--- src/osw_pkg.sv ---
// Shared constants of the octal switch fault status block.
package osw_pkg;
  localparam int          CHANNELS           = 8;
  localparam int          CLK_HZ             = 25_000_000;
  localparam int          FAULT_DELAY_NS     = 25000;
  localparam int          FAULT_DELAY_CYCLES = (FAULT_DELAY_NS * (CLK_HZ / 1_000_000) + 999) / 1000;
  localparam int          TIMER_W            = 10;
  localparam int          SYNC_W             = 2 * CHANNELS + 4;
  localparam logic [19:0] SYNC_RESET         = 20'h4_0000;
  localparam logic [7:0]  CMD_ALL_OFF        = 8'hFF;
  localparam logic [7:0]  STATUS_ALL_OFF     = 8'hFF;
  localparam logic [7:0]  SHIFT_RESET        = 8'h00;
  localparam logic [7:0]  DRIVE_RESET        = 8'h00;
endpackage

--- src/osw_sync.sv ---
// Three-stage input synchroniser that accepts a change once stages two and three agree.
`timescale 1ns/1ns
`default_nettype none
module osw_sync #(
  parameter int               WIDTH     = 8,
  parameter logic [WIDTH-1:0] RESET_VAL = '0
) (
  // Clock and reset
  input  wire logic             clock,
  input  wire logic             reset_n,
  // Raw and filtered levels
  input  wire logic [WIDTH-1:0] rawIn,
  output logic      [WIDTH-1:0] syncOut
);
  logic [WIDTH-1:0] stage1_q;
  logic [WIDTH-1:0] stage2_q;
  logic [WIDTH-1:0] stage3_q;
  logic [WIDTH-1:0] out_d;

  always_comb
  begin
    out_d = syncOut;
    for (int i = 0; i < WIDTH; i++)
    begin
      if (stage2_q[i] == stage3_q[i])
      begin
        out_d[i] = stage3_q[i];
      end
    end
  end

  always_ff @(posedge clock or negedge reset_n)
  begin
    if (!reset_n)
    begin
      stage1_q <= RESET_VAL;
      stage2_q <= RESET_VAL;
      stage3_q <= RESET_VAL;
      syncOut  <= RESET_VAL;
    end
    else
    begin
      stage1_q <= rawIn;
      stage2_q <= stage1_q;
      stage3_q <= stage2_q;
      syncOut  <= out_d;
    end
  end
endmodule // osw_sync
`default_nettype wire

--- src/osw_fault_top.sv ---
// Serial command and fault status logic of the eight-channel low-side switch.
`timescale 1ns/1ns
`default_nettype none
module osw_fault_top
  import osw_pkg::*;
(
  // Clock and reset
  input  wire logic                          clock,
  input  wire logic                          reset_n,
  // Serial interface pins
  input  wire logic                          sclkPin,
  input  wire logic                          selectLowPin,
  input  wire logic                          siPin,
  output logic                               soOut,
  output logic                               soOutEn,
  // Detector flags from the analog side
  input  wire logic [osw_pkg::CHANNELS-1:0]  overTempPin,
  input  wire logic                          loadSupplyOverPin,
  input  wire logic [osw_pkg::CHANNELS-1:0]  drainCompareThresholdPin,
  // Gate drive, high switches the output on
  output logic      [osw_pkg::CHANNELS-1:0]  switchOn
);
  logic [SYNC_W-1:0]   syncVec;
  logic                sclk;
  logic                selectLow;
  logic                si;
  logic                loadSupplyOver;
  logic [CHANNELS-1:0] overTemp;
  logic [CHANNELS-1:0] drainAbove;

  // The detectors are asynchronous to this clock, so all of them pass the filter.
  osw_sync #(
    .WIDTH     (SYNC_W),
    .RESET_VAL (SYNC_RESET)
  ) u_sync (
    .clock   (clock),
    .reset_n (reset_n),
    .rawIn   ({sclkPin, selectLowPin, siPin, loadSupplyOverPin, overTempPin, drainCompareThresholdPin}),
    .syncOut (syncVec)
  );

  assign {sclk, selectLow, si, loadSupplyOver, overTemp, drainAbove} = syncVec;

  logic                sclkPrev_q;
  logic                selPrev_q;
  logic [CHANNELS-1:0] shift_q;
  logic [CHANNELS-1:0] shift_d;
  logic [CHANNELS-1:0] cmd_q;
  logic [CHANNELS-1:0] cmd_d;
  logic [CHANNELS-1:0] otLatch_q;
  logic [CHANNELS-1:0] otLatch_d;
  logic                ovpLatch_q;
  logic                ovpLatch_d;
  logic [TIMER_W-1:0]  timer_q;
  logic [TIMER_W-1:0]  timer_d;
  logic                timerDone_q;
  logic                timerDone_d;
  logic                so_d;
  logic                soEn_d;
  logic [CHANNELS-1:0] drive_d;
  logic                sclkRise;
  logic                selFall;
  logic                selRise;
  logic                ovpActive;
  logic [CHANNELS-1:0] openLoad;
  logic [CHANNELS-1:0] shortLoad;
  logic [CHANNELS-1:0] statusWord;

  assign sclkRise  = sclk && !sclkPrev_q;
  assign selFall   = !selectLow && selPrev_q;
  assign selRise   = selectLow && !selPrev_q;
  assign ovpActive = ovpLatch_q || loadSupplyOver;

  // One comparator per output reads as open when off and short when on, after the mask.
  // Open load is judged by the command, so a hot output that was commanded on still reads as off.
  assign openLoad  = cmd_q & ~drainAbove & {CHANNELS{timerDone_q}};
  assign shortLoad = switchOn & drainAbove & {CHANNELS{timerDone_q}};

  always_comb
  begin
    statusWord = (~switchOn & ~openLoad) | shortLoad;
    if (ovpActive)
    begin
      statusWord = STATUS_ALL_OFF;
    end
  end

  // Serial shift path and command latch.
  always_comb
  begin
    shift_d = shift_q;
    cmd_d   = cmd_q;
    so_d    = soOut;
    soEn_d  = !selectLow;
    if (selFall)
    begin
      shift_d = statusWord;
      so_d    = statusWord[CHANNELS-1];
    end
    else if (sclkRise && !selectLow)
    begin
      // Bit seven leaves first; the incoming bit enters at the bottom.
      so_d    = shift_q[CHANNELS-1];
      shift_d = {shift_q[CHANNELS-2:0], si};
    end
    if (selRise)
    begin
      cmd_d = shift_q;
    end
  end

  // Fault latches, delay timer and gate drive.
  always_comb
  begin
    otLatch_d   = otLatch_q | overTemp;
    ovpLatch_d  = ovpLatch_q || loadSupplyOver;
    timer_d     = timer_q;
    timerDone_d = timerDone_q;
    if (timer_q != '0)
    begin
      timer_d = timer_q - 1'b1;
      if (timer_q == TIMER_W'(1))
      begin
        timerDone_d = 1'b1;
      end
    end
    if (selRise)
    begin
      // A new write releases cooled outputs and a cleared overvoltage; a live fault still sets.
      otLatch_d   = overTemp;
      ovpLatch_d  = loadSupplyOver;
      timer_d     = TIMER_W'(FAULT_DELAY_CYCLES);
      timerDone_d = 1'b0;
    end
    // The drive follows the latched command, not the live shift register.
    drive_d = ~cmd_q & ~otLatch_q & ~overTemp;
    if (ovpActive)
    begin
      drive_d = DRIVE_RESET;
    end
  end

  always_ff @(posedge clock or negedge reset_n)
  begin
    if (!reset_n)
    begin
      // Reset empties the shift register and commands every output off.
      sclkPrev_q  <= 1'b0;
      selPrev_q   <= 1'b1;
      shift_q     <= SHIFT_RESET;
      cmd_q       <= CMD_ALL_OFF;
      otLatch_q   <= '0;
      ovpLatch_q  <= 1'b0;
      timer_q     <= '0;
      timerDone_q <= 1'b0;
      switchOn    <= DRIVE_RESET;
      soOut       <= 1'b0;
      soOutEn     <= 1'b0;
    end
    else
    begin
      sclkPrev_q  <= sclk;
      selPrev_q   <= selectLow;
      shift_q     <= shift_d;
      cmd_q       <= cmd_d;
      otLatch_q   <= otLatch_d;
      ovpLatch_q  <= ovpLatch_d;
      timer_q     <= timer_d;
      timerDone_q <= timerDone_d;
      switchOn    <= drive_d;
      soOut       <= so_d;
      soOutEn     <= soEn_d;
    end
  end

  property p_ovp_all_off;
    @(posedge clock) disable iff (!reset_n)
    ovpActive |=> (switchOn == 8'h00);
  endproperty
  a_ovp_all_off: assert property (p_ovp_all_off) else $error("Output on during overvoltage.");

  property p_ot_off;
    @(posedge clock) disable iff (!reset_n)
    (|overTemp) |=> ((switchOn & $past(overTemp)) == 8'h00);
  endproperty
  a_ot_off: assert property (p_ot_off) else $error("Hot output still on.");

  property p_ot_hold;
    @(posedge clock) disable iff (!reset_n)
    (|otLatch_q) |=> ((switchOn & $past(otLatch_q)) == 8'h00);
  endproperty
  a_ot_hold: assert property (p_ot_hold) else $error("Cooled output on before a write.");

  property p_status_ff;
    @(posedge clock) disable iff (!reset_n)
    (selFall && ovpActive) |=> (shift_q == 8'hFF);
  endproperty
  a_status_ff: assert property (p_status_ff) else $error("Status not all ones after overvoltage.");

  property p_cmd_load;
    @(posedge clock) disable iff (!reset_n)
    selRise |=> (cmd_q == $past(shift_q));
  endproperty
  a_cmd_load: assert property (p_cmd_load) else $error("Command not taken at select rise.");

  property p_mask;
    @(posedge clock) disable iff (!reset_n)
    selRise |=> !timerDone_q [*8];
  endproperty
  a_mask: assert property (p_mask) else $error("Fault mask ended too early.");

  property p_masked_status;
    @(posedge clock) disable iff (!reset_n)
    (selFall && !timerDone_q && !ovpActive) |=> (shift_q == $past(~switchOn));
  endproperty
  a_masked_status: assert property (p_masked_status) else $error("Status differs from drive state.");

  property p_shift;
    @(posedge clock) disable iff (!reset_n)
    (sclkRise && !selectLow && !selFall) |=> (shift_q == {$past(shift_q[6:0]), $past(si)});
  endproperty
  a_shift: assert property (p_shift) else $error("Shift register did not shift.");

  property p_so_bit;
    @(posedge clock) disable iff (!reset_n)
    (sclkRise && !selectLow && !selFall) |=> (soOut == $past(shift_q[7]));
  endproperty
  a_so_bit: assert property (p_so_bit) else $error("Serial output bit wrong.");
endmodule // osw_fault_top
`default_nettype wire

--- config.mk ---
export PLATFORM = sky130hd
export DESIGN_NAME = osw_fault_top
export DESIGN_NICKNAME = d
export VERILOG_FILES = /design/src/osw_pkg.sv /design/src/osw_sync.sv /design/src/osw_fault_top.sv
export SDC_FILE = /design/constraint.sdc
export NUM_CORES = 1
export LEC_CHECK = 0
export BUFFER_PORTS_ARGS = -buffer_cell sky130_fd_sc_hd__buf_2
export CORE_ASPECT_RATIO = 0.6
export CORE_UTILIZATION = 60
export DETAILED_ROUTE_END_ITERATION = 8
export GPL_ROUTABILITY_DRIVEN = 0
export HOLD_SLACK_MARGIN = 0.12
export PLACE_DENSITY_LB_ADDON = 0.08
export SYNTH_ARGS = -nofsm -noshare
export SYNTH_HDL_FRONTEND = slang
export SYNTH_HIERARCHICAL = 1
export SYNTH_SLANG_ARGS = --single-unit
--- constraint.sdc ---
create_clock -name clock -period 4.4 [get_ports clock]
set_input_delay 0.44 -clock clock [delete_from_list [all_inputs] [get_ports clock]]
set_output_delay 0.44 -clock clock [all_outputs]
set_load 0.01 [all_outputs]
Word level (Yosys, flattened, before mapping)
Index checks and enable logic that the tools add are counted.

Add/sub/neg operators: 1. Equality and inequality tests: 21. Multiplexer cells: 13. Bitwise logic cells: 15. Reduce and logical (&&, ||, !) cells: 13.

Operators by type and width (number): 8-bit AND (7); 8-bit inverter (6); 8-bit 2-to-1 mux (5); 1-bit equality test (20); 10-bit 2-to-1 mux (2); 8-bit bitwise OR (2); 10-bit by 1-bit equality test with 1-bit output, second input constant (1); 10-bit nonzero test (1); 10-bit by 1-bit subtractor with 10-bit output, second input constant (1); 1-bit 2-to-1 mux (6); 2-bit nonzero test (3); 1-bit logical AND (4); 1-bit logical NOT (3); 2-bit AND reduction (1); 1-bit logical OR (1).

Bits in registers: 128. Input port bits: 22. Output and inout bits: 10.

Longest topological paths before layout
Gate-level depths: netlist of the first run.

Depth in word-level cells: 8. Gate-level depth with buffers: 6.

Cells and area by module
Netlist of the first run, hierarchy kept.

By module, submodules not included: osw_sync (times used 1, cells an instance 100, area each 2232.1 sq um, seq. area each 2006.9 sq um); osw_fault_top (times used 1, cells an instance 196, area each 2129.5 sq um, seq. area each 1212.4 sq um).

Worst setup path after synthesis of the first run
Ideal clock, no wire load.

Path type: register to register. Start point: register timer_q[0]. End point: register timer_q[0]. Data arrival time: 1666 ps. Data required time: 4321 ps. Setup slack: 2654 ps. Cell stages (with the launch flop): 7. Path buffers: 1. Clock period less this slack: 1746 ps. Cell sequence: dfrtp_1 -> inv_1 -> ha_1 -> or3b_1 -> clkbuf_1 -> nor3_2 -> mux2i_1.

Cells in the longest elaborated chain, start to end: 3.

Ends and longest elaborated chain: start: declaration (line osw_fault_top.sv:54) `logic [TIMER_W-1:0] timer_q;`; start signal: assignment (line osw_fault_top.sv:168) `timer_q <= timer_d;`; 10-bit by 1-bit subtractor with 10-bit output (line osw_fault_top.sv:121) `timer_d = timer_q - 1'b1;`; 10-bit 2-to-1 mux (line osw_fault_top.sv:119) `if (timer_q != '0)`; 10-bit 2-to-1 mux (line osw_fault_top.sv:127) `if (selRise)`.

Several ways; a longest one is shown, not always the timed one. The select of a mux whose other input is x is not followed. A chain may end at the register's enable or synchronous reset.

Worst setup path after layout of the first run
Start point: register u_sync.syncOut[18]. End point: register timer_q[1].

Cells in the longest elaborated chain, start to end: 2.

Ends and longest elaborated chain: start: declaration (line osw_sync.sv:13) `output logic [WIDTH-1:0] syncOut`; start signal: assignment (line osw_sync.sv:46) `syncOut <= out_d;`; 1-bit logical AND (*) (line osw_fault_top.sv:71) `assign selRise = selectLow && !selPrev_q;`; 10-bit 2-to-1 mux or 2-bit nonzero test (tied branches).

Mark *: on every way between the ends. The rest lies on a longest branch, timed or not.

==> out/metrics.cfg, run 1 <==
[outcome]
status=finished, violations left
violations=design-rule violations

[setup_path]
worstReg2RegEnd=timer_q[1]$_DFFE_PN0P_
worstRegToRegCells=3
timing.rr.start=u_sync/syncOut[18]$_DFFE_PN1N_
crit_fanout=16
crit_required_ns=4.69
worstPathArrival_ns=2.38
end_kind=flip-flop
crit_type=reg -> reg
reg2reg_slack_ns=2.31
worst_setup_path_start_kind=flip-flop

[min_path]
worstHoldEndpoint=u_sync/stage1_q[2]$_DFF_PN0_
hold_start=drainCompareThresholdPin[2]
hold-path-cell-count=1
min_path_type=in -> reg

[yosys]
yosysUniqueCellTypes=42
postSynthAreaPerCell_sq_um=14.7
yosys_most_used_dff=dfrtp_1
synth-edff-count=0
syn_inst=296
synthArstFlopShare_pct=100
yosysTopAreaCellShare_pct=66.0
ys_warn_count=6
yosysSeqAreaShare_pct=73.8
synth_common_cells=dfrtp_1, nand2_1, maj3_2
synth_area_sq_mm=0.00436
synth_fp_nets=320
synth-seq-cells=128
yosysTopAreaCell=dfrtp_1
yosysMostFrequentCell=dfrtp_1
synth.area.top_cells=dfrtp_1, dfstp_2, maj3_2

[timing]
final_hold_viol_count=0
tightest_slew_ns=1.11
slew_viol_final=0
min_period_ns=2.09
relSlewSlack_pct=26.1
fin_skew_ns=0.00623
rsz0062_at_grt=false
setup_viol=0
max_freq_mhz=478
fin_tns_setup_ns=0
fin_ws_ns=2.31
fin_crit_sh_pct=47.5

[detailed_routing]
wirelength_mm=7.46
first_pass_iters=6
wl_per_cell_um=17.2
vias=2460
drc_errors=4
postRouteAntennaNets=0
drt_iter0_markers=165
vias_per_cell=5.66

[finish]
fillers=416
fin_nets=359
multiInputGateArea_sq_mm=0.00106
drive_gt1_share_pct=28.2
register_area_sq_mm=0.00322
diodes=0
fin_area_sq_mm=0.00520
area_delta_synth_final_pct=19.2

[grt]
met2_usage_pct=32.1
overflow=0
grtUsageMet1_pct=30.9
grt_pass1_vias=2442
grt_pass1_wl_mm=12.2
grt_usage_pct=22.5
use_met3_pct=7.97
antenna_found_initial=0
busiest_layer=met2
grt_max_degree=52

[cts]
cts_tree=built
clockRootBuffer=clkbuf_16
clk_latency_ns=0.40
cts_max_level=4
cts_sinks=128
cts_buffers=17
max-clock-path-buffers=2
clkTransAtPathRegs_ns=0.05

[power_and_ir_drop]
p_per_area_mw_per_mm2=598
p_comb_share_pct=7.9
finalPower_mw=3.11
seq_power_share_pct=46.5
ir_drop_mv=0.322
power_switching_mw=0.709
swShare_pct=22.8
clockPowerShare_pct=45.6
p_leak_nw=2.26
internal_power_mw=2.40

[floorplanning]
start_util_pct=63.7
core.rowCount=23
die_width_um=112
dieHeight_um=68.0
die_area_sq_mm=0.00763
ios=32
core_area_sq_mm=0.00685

[placement]
pre_cts_ws_ns=2.32
numPortBuffers=31
place_hpwl_mm=4.48
place_area_sq_mm=0.00459

[flow_run]
cap_violations=0

## flip-flops by register name, indices dropped and copies added (netlist names)
signal and cells:
timerDone_q 1, u_sync/stage2_q 20, otLatch_q 8, soOut 1, switchOn 8, u_sync/stage3_q 20, sclkPrev_q 1, u_sync/stage1_q 20
soOutEn 1, shift_q 8, selPrev_q 1, timer_q 10, ovpLatch_q 1, u_sync/syncOut 20, cmd_q 8
## placed cells by master, fill, tap and decap left out, types with 7 or more instances in the layout
master,instances
clkbuf_16,17
mux2i_1,10
nor4_1,8
clkbuf_1,7
a21o_1,9
dfrtp_1,115
a21oi_1,12
buf_2,30
nand2_1,31
dfstp_2,13
maj3_2,20
## power by group through the flow
stage	registers, mW	logic, mW	clock network [mW]
final	1.45	0.246	1.42
after global routing	1.46	0.276	1.49
after CTS	1.44	0.250	1.44
after detailed placement	1.46	0.241	0
after global placement	1.45	0.233	0
after floorplan	1.42	0.178	0
## through the flow
stage | std cells | utilization [%] | hold WS, ns
2_1_floorplan | 296 | - | 0.144
3_3_place_gp | 402 | 67.0 | 0.332
3_5_place_dp | 402 | 67.0 | 0.336
4_1_cts | 435 | 75.9 | 0.127
5_1_grt | 435 | 75.9 | 0.121
6_report | 435 | 75.9 | 0.138
## how the worst max path moves through the flow
stage | start | end | depth (start not counted) | slack [ns]
2_1_floorplan | timer_q[0]$_DFFE_PN0P_ | timer_q[0]$_DFFE_PN0P_ | 6 | 2.65
3_3_place_gp | u_sync/syncOut[18]$_DFFE_PN1N_ | timer_q[1]$_DFFE_PN0P_ | 3 | 2.43
3_5_place_dp | u_sync/syncOut[18]$_DFFE_PN1N_ | timer_q[1]$_DFFE_PN0P_ | 3 | 2.32
4_1_cts | u_sync/syncOut[18]$_DFFE_PN1N_ | timer_q[1]$_DFFE_PN0P_ | 3 | 2.29
5_1_grt | u_sync/syncOut[18]$_DFFE_PN1N_ | timer_q[1]$_DFFE_PN0P_ | 3 | 2.19
6_report | u_sync/syncOut[18]$_DFFE_PN1N_ | timer_q[1]$_DFFE_PN0P_ | 3 | 2.31
## metal layers
layer  share of wire, %  wire length [um]
met1                 49              3630
met5                  0                 0
met4                2.3               171
met2                 43              3250
met3                5.6               420
## logic make-up (layout without fill, tap and decap cells)
logic type | after synthesis | after routing | synth area share (%)
AO/OA/AOI/OAI | 52 | 52 | 8.66
adder cells (fa/ha/maj) | 22 | 22 | 5.74
buffers and inverters | 19 | 71 | 1.81
flip-flops | 128 | 128 | 73.8
multiplexers | 10 | 10 | 2.29
AND/OR/NAND/NOR | 65 | 65 | 7.69
## worst max-delay path, stage by stage (launching register included)
cell and delay (ns):
dfstp_2 0.67, nor2b_1 0.91, a311oi_1 0.13, a31o_2 0.27
## timing repair
action / in CTS / in global routing
hold buffers: 1 / 0
setup buffers: 0 / 0
endpoints found under the hold margin: 35 / 0
gates resized for setup: 0 / 0
## area by class of cell
cell class	instances	share of cell area [%]
Clock buffer	25	8.95
Tap cell	87	2.09
Clock inverter	7	2.65
Timing Repair Buffer	35	3.66
Sequential cell	128	61.9
Inverter	4	0.289
Multi-Input combinational cell	149	20.5
(Power assumes the default switching activity.)
==> run 2, diff against run 1 <==
- ABC_AREA: not set -> 1
- CORE_UTILIZATION: 60 -> 59
- clock period: 4.4 -> 2.1 ns (I/O delays scaled with it)
==> out/metrics.cfg, run 2 <==
[yosys]
yosysTopAreaCell=dfrtp_1
syn_inst=392  ; +32%
yosysSeqAreaShare_pct=72.0  ; -1.8 points
yosysTopAreaCellShare_pct=64.4  ; -1.6 points
ys_warn_count=6  ; unchanged
synthAdderAreaFrac_pct=0.560  ; -5.2 points
synth_compound_area_share_pct=8.67  ; +0.011 points
synth-edff-count=0  ; unchanged
yosysMostFrequentCell=dfrtp_1
synth_fp_nets=416  ; +30%
synthArstFlopShare_pct=100  ; unchanged
synth-simple-area-share_pct=13.6  ; +5.9 points
synth-seq-cells=128  ; unchanged
synth_xor_area_share_pct=0.196  ; +0.20 points
synthMuxAreaShare_pct=0  ; -2.3 points
yosysUniqueCellTypes=26  ; -38%
synth_top_family_by_area=simple AND/OR/NAND/NOR gates
synth_area_sq_mm=0.00447  ; +2.5%
synth.area.top_cells=dfrtp_1, dfstp_2, nand2_1
synth_common_cells=dfrtp_1, nand2_1, inv_1
postSynthAreaPerCell_sq_um=11.4  ; -23%
yosys_most_used_dff=dfrtp_1

[detailed_routing]
vias=2915  ; +18%
drc_errors=0  ; -4
wirelength_mm=7.87  ; +5.4%
vias_per_cell=5.05  ; -11%
wl_per_cell_um=13.6  ; -21%
drt_iter0_markers=243  ; +47%
first_pass_iters=5  ; -1
postRouteAntennaNets=0  ; unchanged

[setup_path]
crit_type=reg -> reg
timing.rr.start=timer_q[1]$_DFFE_PN0P_
worst_setup_path_start_kind=flip-flop
worstReg2RegEnd=timer_q[0]$_DFFE_PN0P_
worstPathArrival_ns=1.80  ; -0.58 ns
crit_required_ns=2.39  ; -2.30 ns
end_kind=flip-flop
crit_top_cell=nand2_1
reg2reg_slack_ns=0.58  ; -1.72 ns
worstRegToRegCells=7  ; +4
crit_chain=inv_1, ha_1, nand2_1, nor2_2, nand2_1, o21ai_1, nand2_1
critical_path.slowest_cell=dfrtp_1
max_stage_delay_ns=0.40  ; -0.51 ns
crit_fanout=5  ; -11

[cts]
clockRootBuffer=clkbuf_16
max-clock-path-buffers=2  ; unchanged
clkTransAtPathRegs_ns=0.05  ; about the same
cts_max_level=4  ; unchanged
cts_setup_buffers=0  ; unchanged
cts_sinks=128  ; unchanged
cts_tree=built
clk_latency_ns=0.41  ; about the same
cts_buffers=17  ; unchanged

[floorplanning]
core_area_sq_mm=0.00730  ; +6.5%
start_util_pct=61.3  ; -2.4 points
dieHeight_um=69.4  ; +2.0%
ios=32  ; unchanged
core.rowCount=24  ; +4.3%
die_area_sq_mm=0.00794  ; +4.2%
die_width_um=114  ; +2.1%

[grt]
grt_pass1_wl_mm=13.5  ; +11%
overflow=0  ; unchanged
grt_max_degree=57  ; +9.6%
antenna_found_initial=0  ; unchanged
grt_pass1_vias=2882  ; +18%
grt_usage_pct=23.5  ; +0.98 points

[timing]
tightest_slew_ns=0.619  ; -0.487 ns
slew_viol_final=0  ; unchanged
fin_crit_sh_pct=72.2  ; +25 points
max_freq_mhz=660  ; +38%
fin_tns_setup_ns=0  ; unchanged
relSlewSlack_pct=58.7  ; +33 points
fin_worst_hold_slack_ns=0.273  ; +0.135 ns
fin_skew_ns=0.00574  ; -0.000491 ns
min_period_ns=1.52  ; -0.577 ns
setup_viol=0  ; unchanged
final_hold_viol_count=0  ; unchanged
rsz0062_at_grt=false

[power_and_ir_drop]
p_leak_nw=2.62  ; +16%
p_per_area_mw_per_mm2=1200  ; +100%
ir_drop_mv=0.787  ; +140%

[finish]
fin_area_sq_mm=0.00556  ; +7.0%
diodes=0  ; unchanged
fillers=472  ; +13%
fin_nets=484  ; +35%
drive_gt1_share_pct=18.4  ; -9.8 points
fin_util_pct=76.3  ; +0.33 points
final_cell_mix=dfrtp_1, nand2_1, inv_1
final_common_cell=dfrtp_1
area_delta_synth_final_pct=24.4

[min_path]
min_path_type=in -> async

[placement]
place_hpwl_mm=4.95  ; +10%
numPortBuffers=31  ; unchanged
place_area_sq_mm=0.00475  ; +3.6%

[outcome]
status=finished, final reports clean

[flow_run]
cap_violations=0  ; unchanged

-- run 2: worst max-delay path by stage --
| stage | slack (ns) | to | cells after the start | start |
|---|---|---|---|---|
| 2_1_floorplan | 0.82 | timer_q[0]$_DFFE_PN0P_ | 7 | timer_q[0]$_DFFE_PN0P_ |
| 3_3_place_gp | 0.67 | timer_q[0]$_DFFE_PN0P_ | 7 | timer_q[0]$_DFFE_PN0P_ |
| 3_5_place_dp | 0.61 | timer_q[0]$_DFFE_PN0P_ | 7 | timer_q[1]$_DFFE_PN0P_ |
| 4_1_cts | 0.60 | timer_q[0]$_DFFE_PN0P_ | 7 | timer_q[0]$_DFFE_PN0P_ |
| 5_1_grt | 0.43 | timer_q[0]$_DFFE_PN0P_ | 7 | timer_q[1]$_DFFE_PN0P_ |
| 6_report | 0.58 | timer_q[0]$_DFFE_PN0P_ | 7 | timer_q[1]$_DFFE_PN0P_ |
-- run 2: kinds of logic (layout without fill, tap and decap cells) --
| kind of cell | Yosys count | in the layout |
|---|---|---|
| compound gates | 69 | 69 |
| buf+inv | 52 | 133 |
| flops | 128 | 128 |
| fa+ha+maj | 2 | 2 |
| xor+xnor | 1 | 1 |
| simple gates | 140 | 140 |
-- run 2: critical path: cells and delay by family (launching register included) --
family / cells / cell delay [ns]
and+or+nand+nor: 4 / 0.51
DFF: 1 / 0.40
adders and majority gates: 1 / 0.20
AOI/OAI and AO/OA: 1 / 0.17
buffers and inverters: 1 / 0.11
-- run 2: what timing repair did --
action,4_1_cts,5_1_grt
hold buffers,21,0
resized for setup,0,0
hold endpoints to repair,139,0
endpoints found under the setup margin,0,0
-- run 2: final cells by class --
type | instances | area [sq um] | area share, %
clock buffer | 23 | 468 | 8.41
sequential | 128 | 3220 | 57.9
timing repair buffer | 54 | 408 | 7.33
inverter | 47 | 176 | 3.17
clock inverter | 9 | 133 | 2.38
multi-input combinational | 212 | 1030 | 18.5
tap | 104 | 130 | 2.34
-- run 2: per-stage QoR --
step	power, mW	cells	setup WS [ns]
floorplan	3.51	392	0.815
detailed placement	3.76	524	0.611
CTS	6.74	577	0.595
finish	6.68	577	0.585
global placement	3.74	524	0.675
global route	7.01	577	0.429
-- run 2: per-layer routing --
| layer | up-vias | share of wire, % | global-route usage, % | wire length, um |
|---|---|---|---|---|
| met1 | 1424 | 48 | 31.7 | 3770 |
| met4 | 0 | 1.3 | 10.4 | 104 |
| li1 | 1399 | - | - | - |
| met2 | 81 | 46 | 33.8 | 3600 |
| met5 | - | 0 | 0 | 0 |
| met3 | 11 | 5.0 | 9.44 | 392 |
-- run 2: power by group --
group	internal [mW]	switching [mW]
registers	2.83	0.244
logic	0.275	0.414
clock network	1.93	0.989
total	5.03	1.65
==> run 3, diff against run 2 <==
- clock period: 2.1 -> 1.6 ns (I/O delays scaled with it)
==> out/metrics.cfg, run 3 (same netlist as run 2, synthesis figures left out) <==
[outcome]
status=finished, final reports clean

[grt]
antenna_found_initial=0  ; unchanged
grt_max_degree=41  ; -28%
grt_usage_pct=24.0  ; +0.53 points
grt_pass1_wl_mm=13.9  ; +2.5%
overflow=0  ; unchanged
grt_pass1_vias=2941  ; +2.0%

[setup_path]
crit_type=reg -> reg
path_buf_inv=1  ; unchanged
worstPathArrival_ns=1.75  ; -0.05 ns
crit_fanout=5  ; unchanged
cp_top_family=simple AND/OR/NAND/NOR gates
end_kind=flip-flop
crit_top_cell=nand2_2
crit_required_ns=1.88  ; -0.51 ns
timing.rr.start=timer_q[0]$_DFFE_PN0P_
worst_setup_path_start_kind=flip-flop
critical_path.slowest_cell=dfrtp_1
crit_chain=inv_1, ha_1, nand2_2, nor2_2, nand2_2, o21ai_1, nand2_1
cp-startpoint=timer_q[0]$_DFFE_PN0P_
max_stage_delay_ns=0.41  ; about the same

[cts]
cts_sinks=128  ; unchanged
clkTransAtPathRegs_ns=0.05  ; about the same
max-clock-path-buffers=2  ; unchanged
clockRootBuffer=clkbuf_16
cts_buffers=17  ; unchanged
cts_tree=built
cts_setup_buffers=0  ; unchanged
cts_max_level=4  ; unchanged
clk_latency_ns=0.41  ; about the same

[floorplanning]
die_width_um=114  ; unchanged
ios=32  ; unchanged
dieHeight_um=69.4  ; unchanged
start_util_pct=61.3  ; unchanged
core.rowCount=24  ; unchanged
die_area_sq_mm=0.00794  ; unchanged
core_area_sq_mm=0.00730  ; unchanged

[finish]
diodes=0  ; unchanged
final_common_cell=dfrtp_1
fin_nets=487  ; +0.62%
fin_util_pct=76.2  ; about the same
drive_gt1_share_pct=19.8  ; +1.4 points
area_delta_synth_final_pct=24.3  ; about the same
final_cell_mix=dfrtp_1, nand2_1, inv_1

[power_and_ir_drop]
clockPowerShare_pct=42.2  ; -1.4 points
power_switching_mw=2.21  ; +34%
internal_power_mw=6.40  ; +27%
swShare_pct=25.7  ; +1.0 points
finalPower_mw=8.61  ; +29%
p_leak_nw=2.62  ; about the same
p_per_area_mw_per_mm2=1550  ; +29%
seq_power_share_pct=46.9  ; +0.9 points
ir_drop_mv=1.41  ; +80%
p_comb_share_pct=10.9  ; +0.6 points

[detailed_routing]
vias=2955  ; +1.4%
wirelength_mm=8.04  ; +2.1%
wl_per_cell_um=13.9  ; +1.8%
vias_per_cell=5.10  ; +1.0%
drt_iter0_markers=284  ; +17%
postRouteAntennaNets=0  ; unchanged
first_pass_iters=5  ; unchanged
drc_errors=0  ; unchanged

[timing]
fin_skew_ns=0.00714  ; +0.00140 ns
relSlewSlack_pct=56.9  ; -1.9 points
final_hold_viol_count=0  ; unchanged
fin_ws_ns=0.133  ; -0.452 ns
fin_crit_sh_pct=91.7  ; +20 points
tightest_slew_ns=0.647  ; +0.0282 ns
setup_viol=0  ; unchanged
max_freq_mhz=682  ; +3.3%
slew_viol_final=0  ; unchanged
min_period_ns=1.47  ; -0.0484 ns

[placement]
pre_cts_ws_ns=0.113  ; -0.498 ns
numPortBuffers=31  ; unchanged
place_hpwl_mm=4.97  ; +0.59%

[min_path]
min_path_type=in -> async

[flow_run]
cap_violations=0  ; unchanged

run 3: layout make-up:
type,count,area [sq um]
sequential,128,3220
multi-input combinational,212,1040
inverter,47,179
tap,104,130
fill,488,1740
clock buffer,20,447
timing repair buffer,57,430
clock inverter,11,116
run 3: final timing paths:
kind	endpoint	slack [ns]	cells after the start
max	timer_q[0]$_DFFE_PN0P_	0.13	7
min	u_sync/stage3_q[19]$_DFF_PN0_	0.25	2
max reg2reg	timer_q[0]$_DFFE_PN0P_	0.13	7
min reg2reg	u_sync/stage2_q[1]$_DFF_PN0_	0.35	0
max in group asynchronous	cmd_q[0]$_DFFE_PN1P_	0.73	3
min in group clock	u_sync/stage2_q[1]$_DFF_PN0_	0.35	0
run 3: worst register-to-register path, stage by stage (launching register included):
cell and delay [ns]:
dfrtp_1 0.41, inv_1 0.11, ha_1 0.21, nand2_2 0.10, nor2_2 0.16, nand2_2 0.12, o21ai_1 0.16, nand2_1 0.08
run 3: stage by stage:
stage / setup TNS, ns / cell area, sq um / instances / hold slack (ns)
3_3_place_gp: 0 / 4780 / 527 / 0.129
4_1_cts: 0 / 5550 / 579 / 0.237
5_1_grt: -0.00515 / 5560 / 579 / 0.274
6_report: 0 / 5560 / 579 / 0.250
3_5_place_dp: 0 / 4780 / 527 / 0.130
2_1_floorplan: 0 / 4470 / 392 / -0.136
run 3: repair_timing:
item	4_1_cts	5_1_grt
endpoints found under the hold margin	142	0
setup endpoints to repair	0	3
hold buffers	21	0
gates resized for setup	0	5
run 3: power groups by stage:
stage	Sequential (mW)	Combinational, mW	Clock, mW
after floorplan	4.00	0.618	0
after global placement	4.06	0.852	0
after detailed placement	4.08	0.871	0
after CTS	4.03	0.932	3.71
after global routing	4.09	1.09	3.88
final	4.03	0.939	3.64
run 3: metal layers:
layer  part of all wire [%]  global-route usage [%]  vias up
li1                       -                       -     1407
met1                     49                    33.6     1458
met2                     45                    33.7       84
met3                    5.1                    10.1        6
met4                   0.71                    9.09        0
met5                      0                       0        -
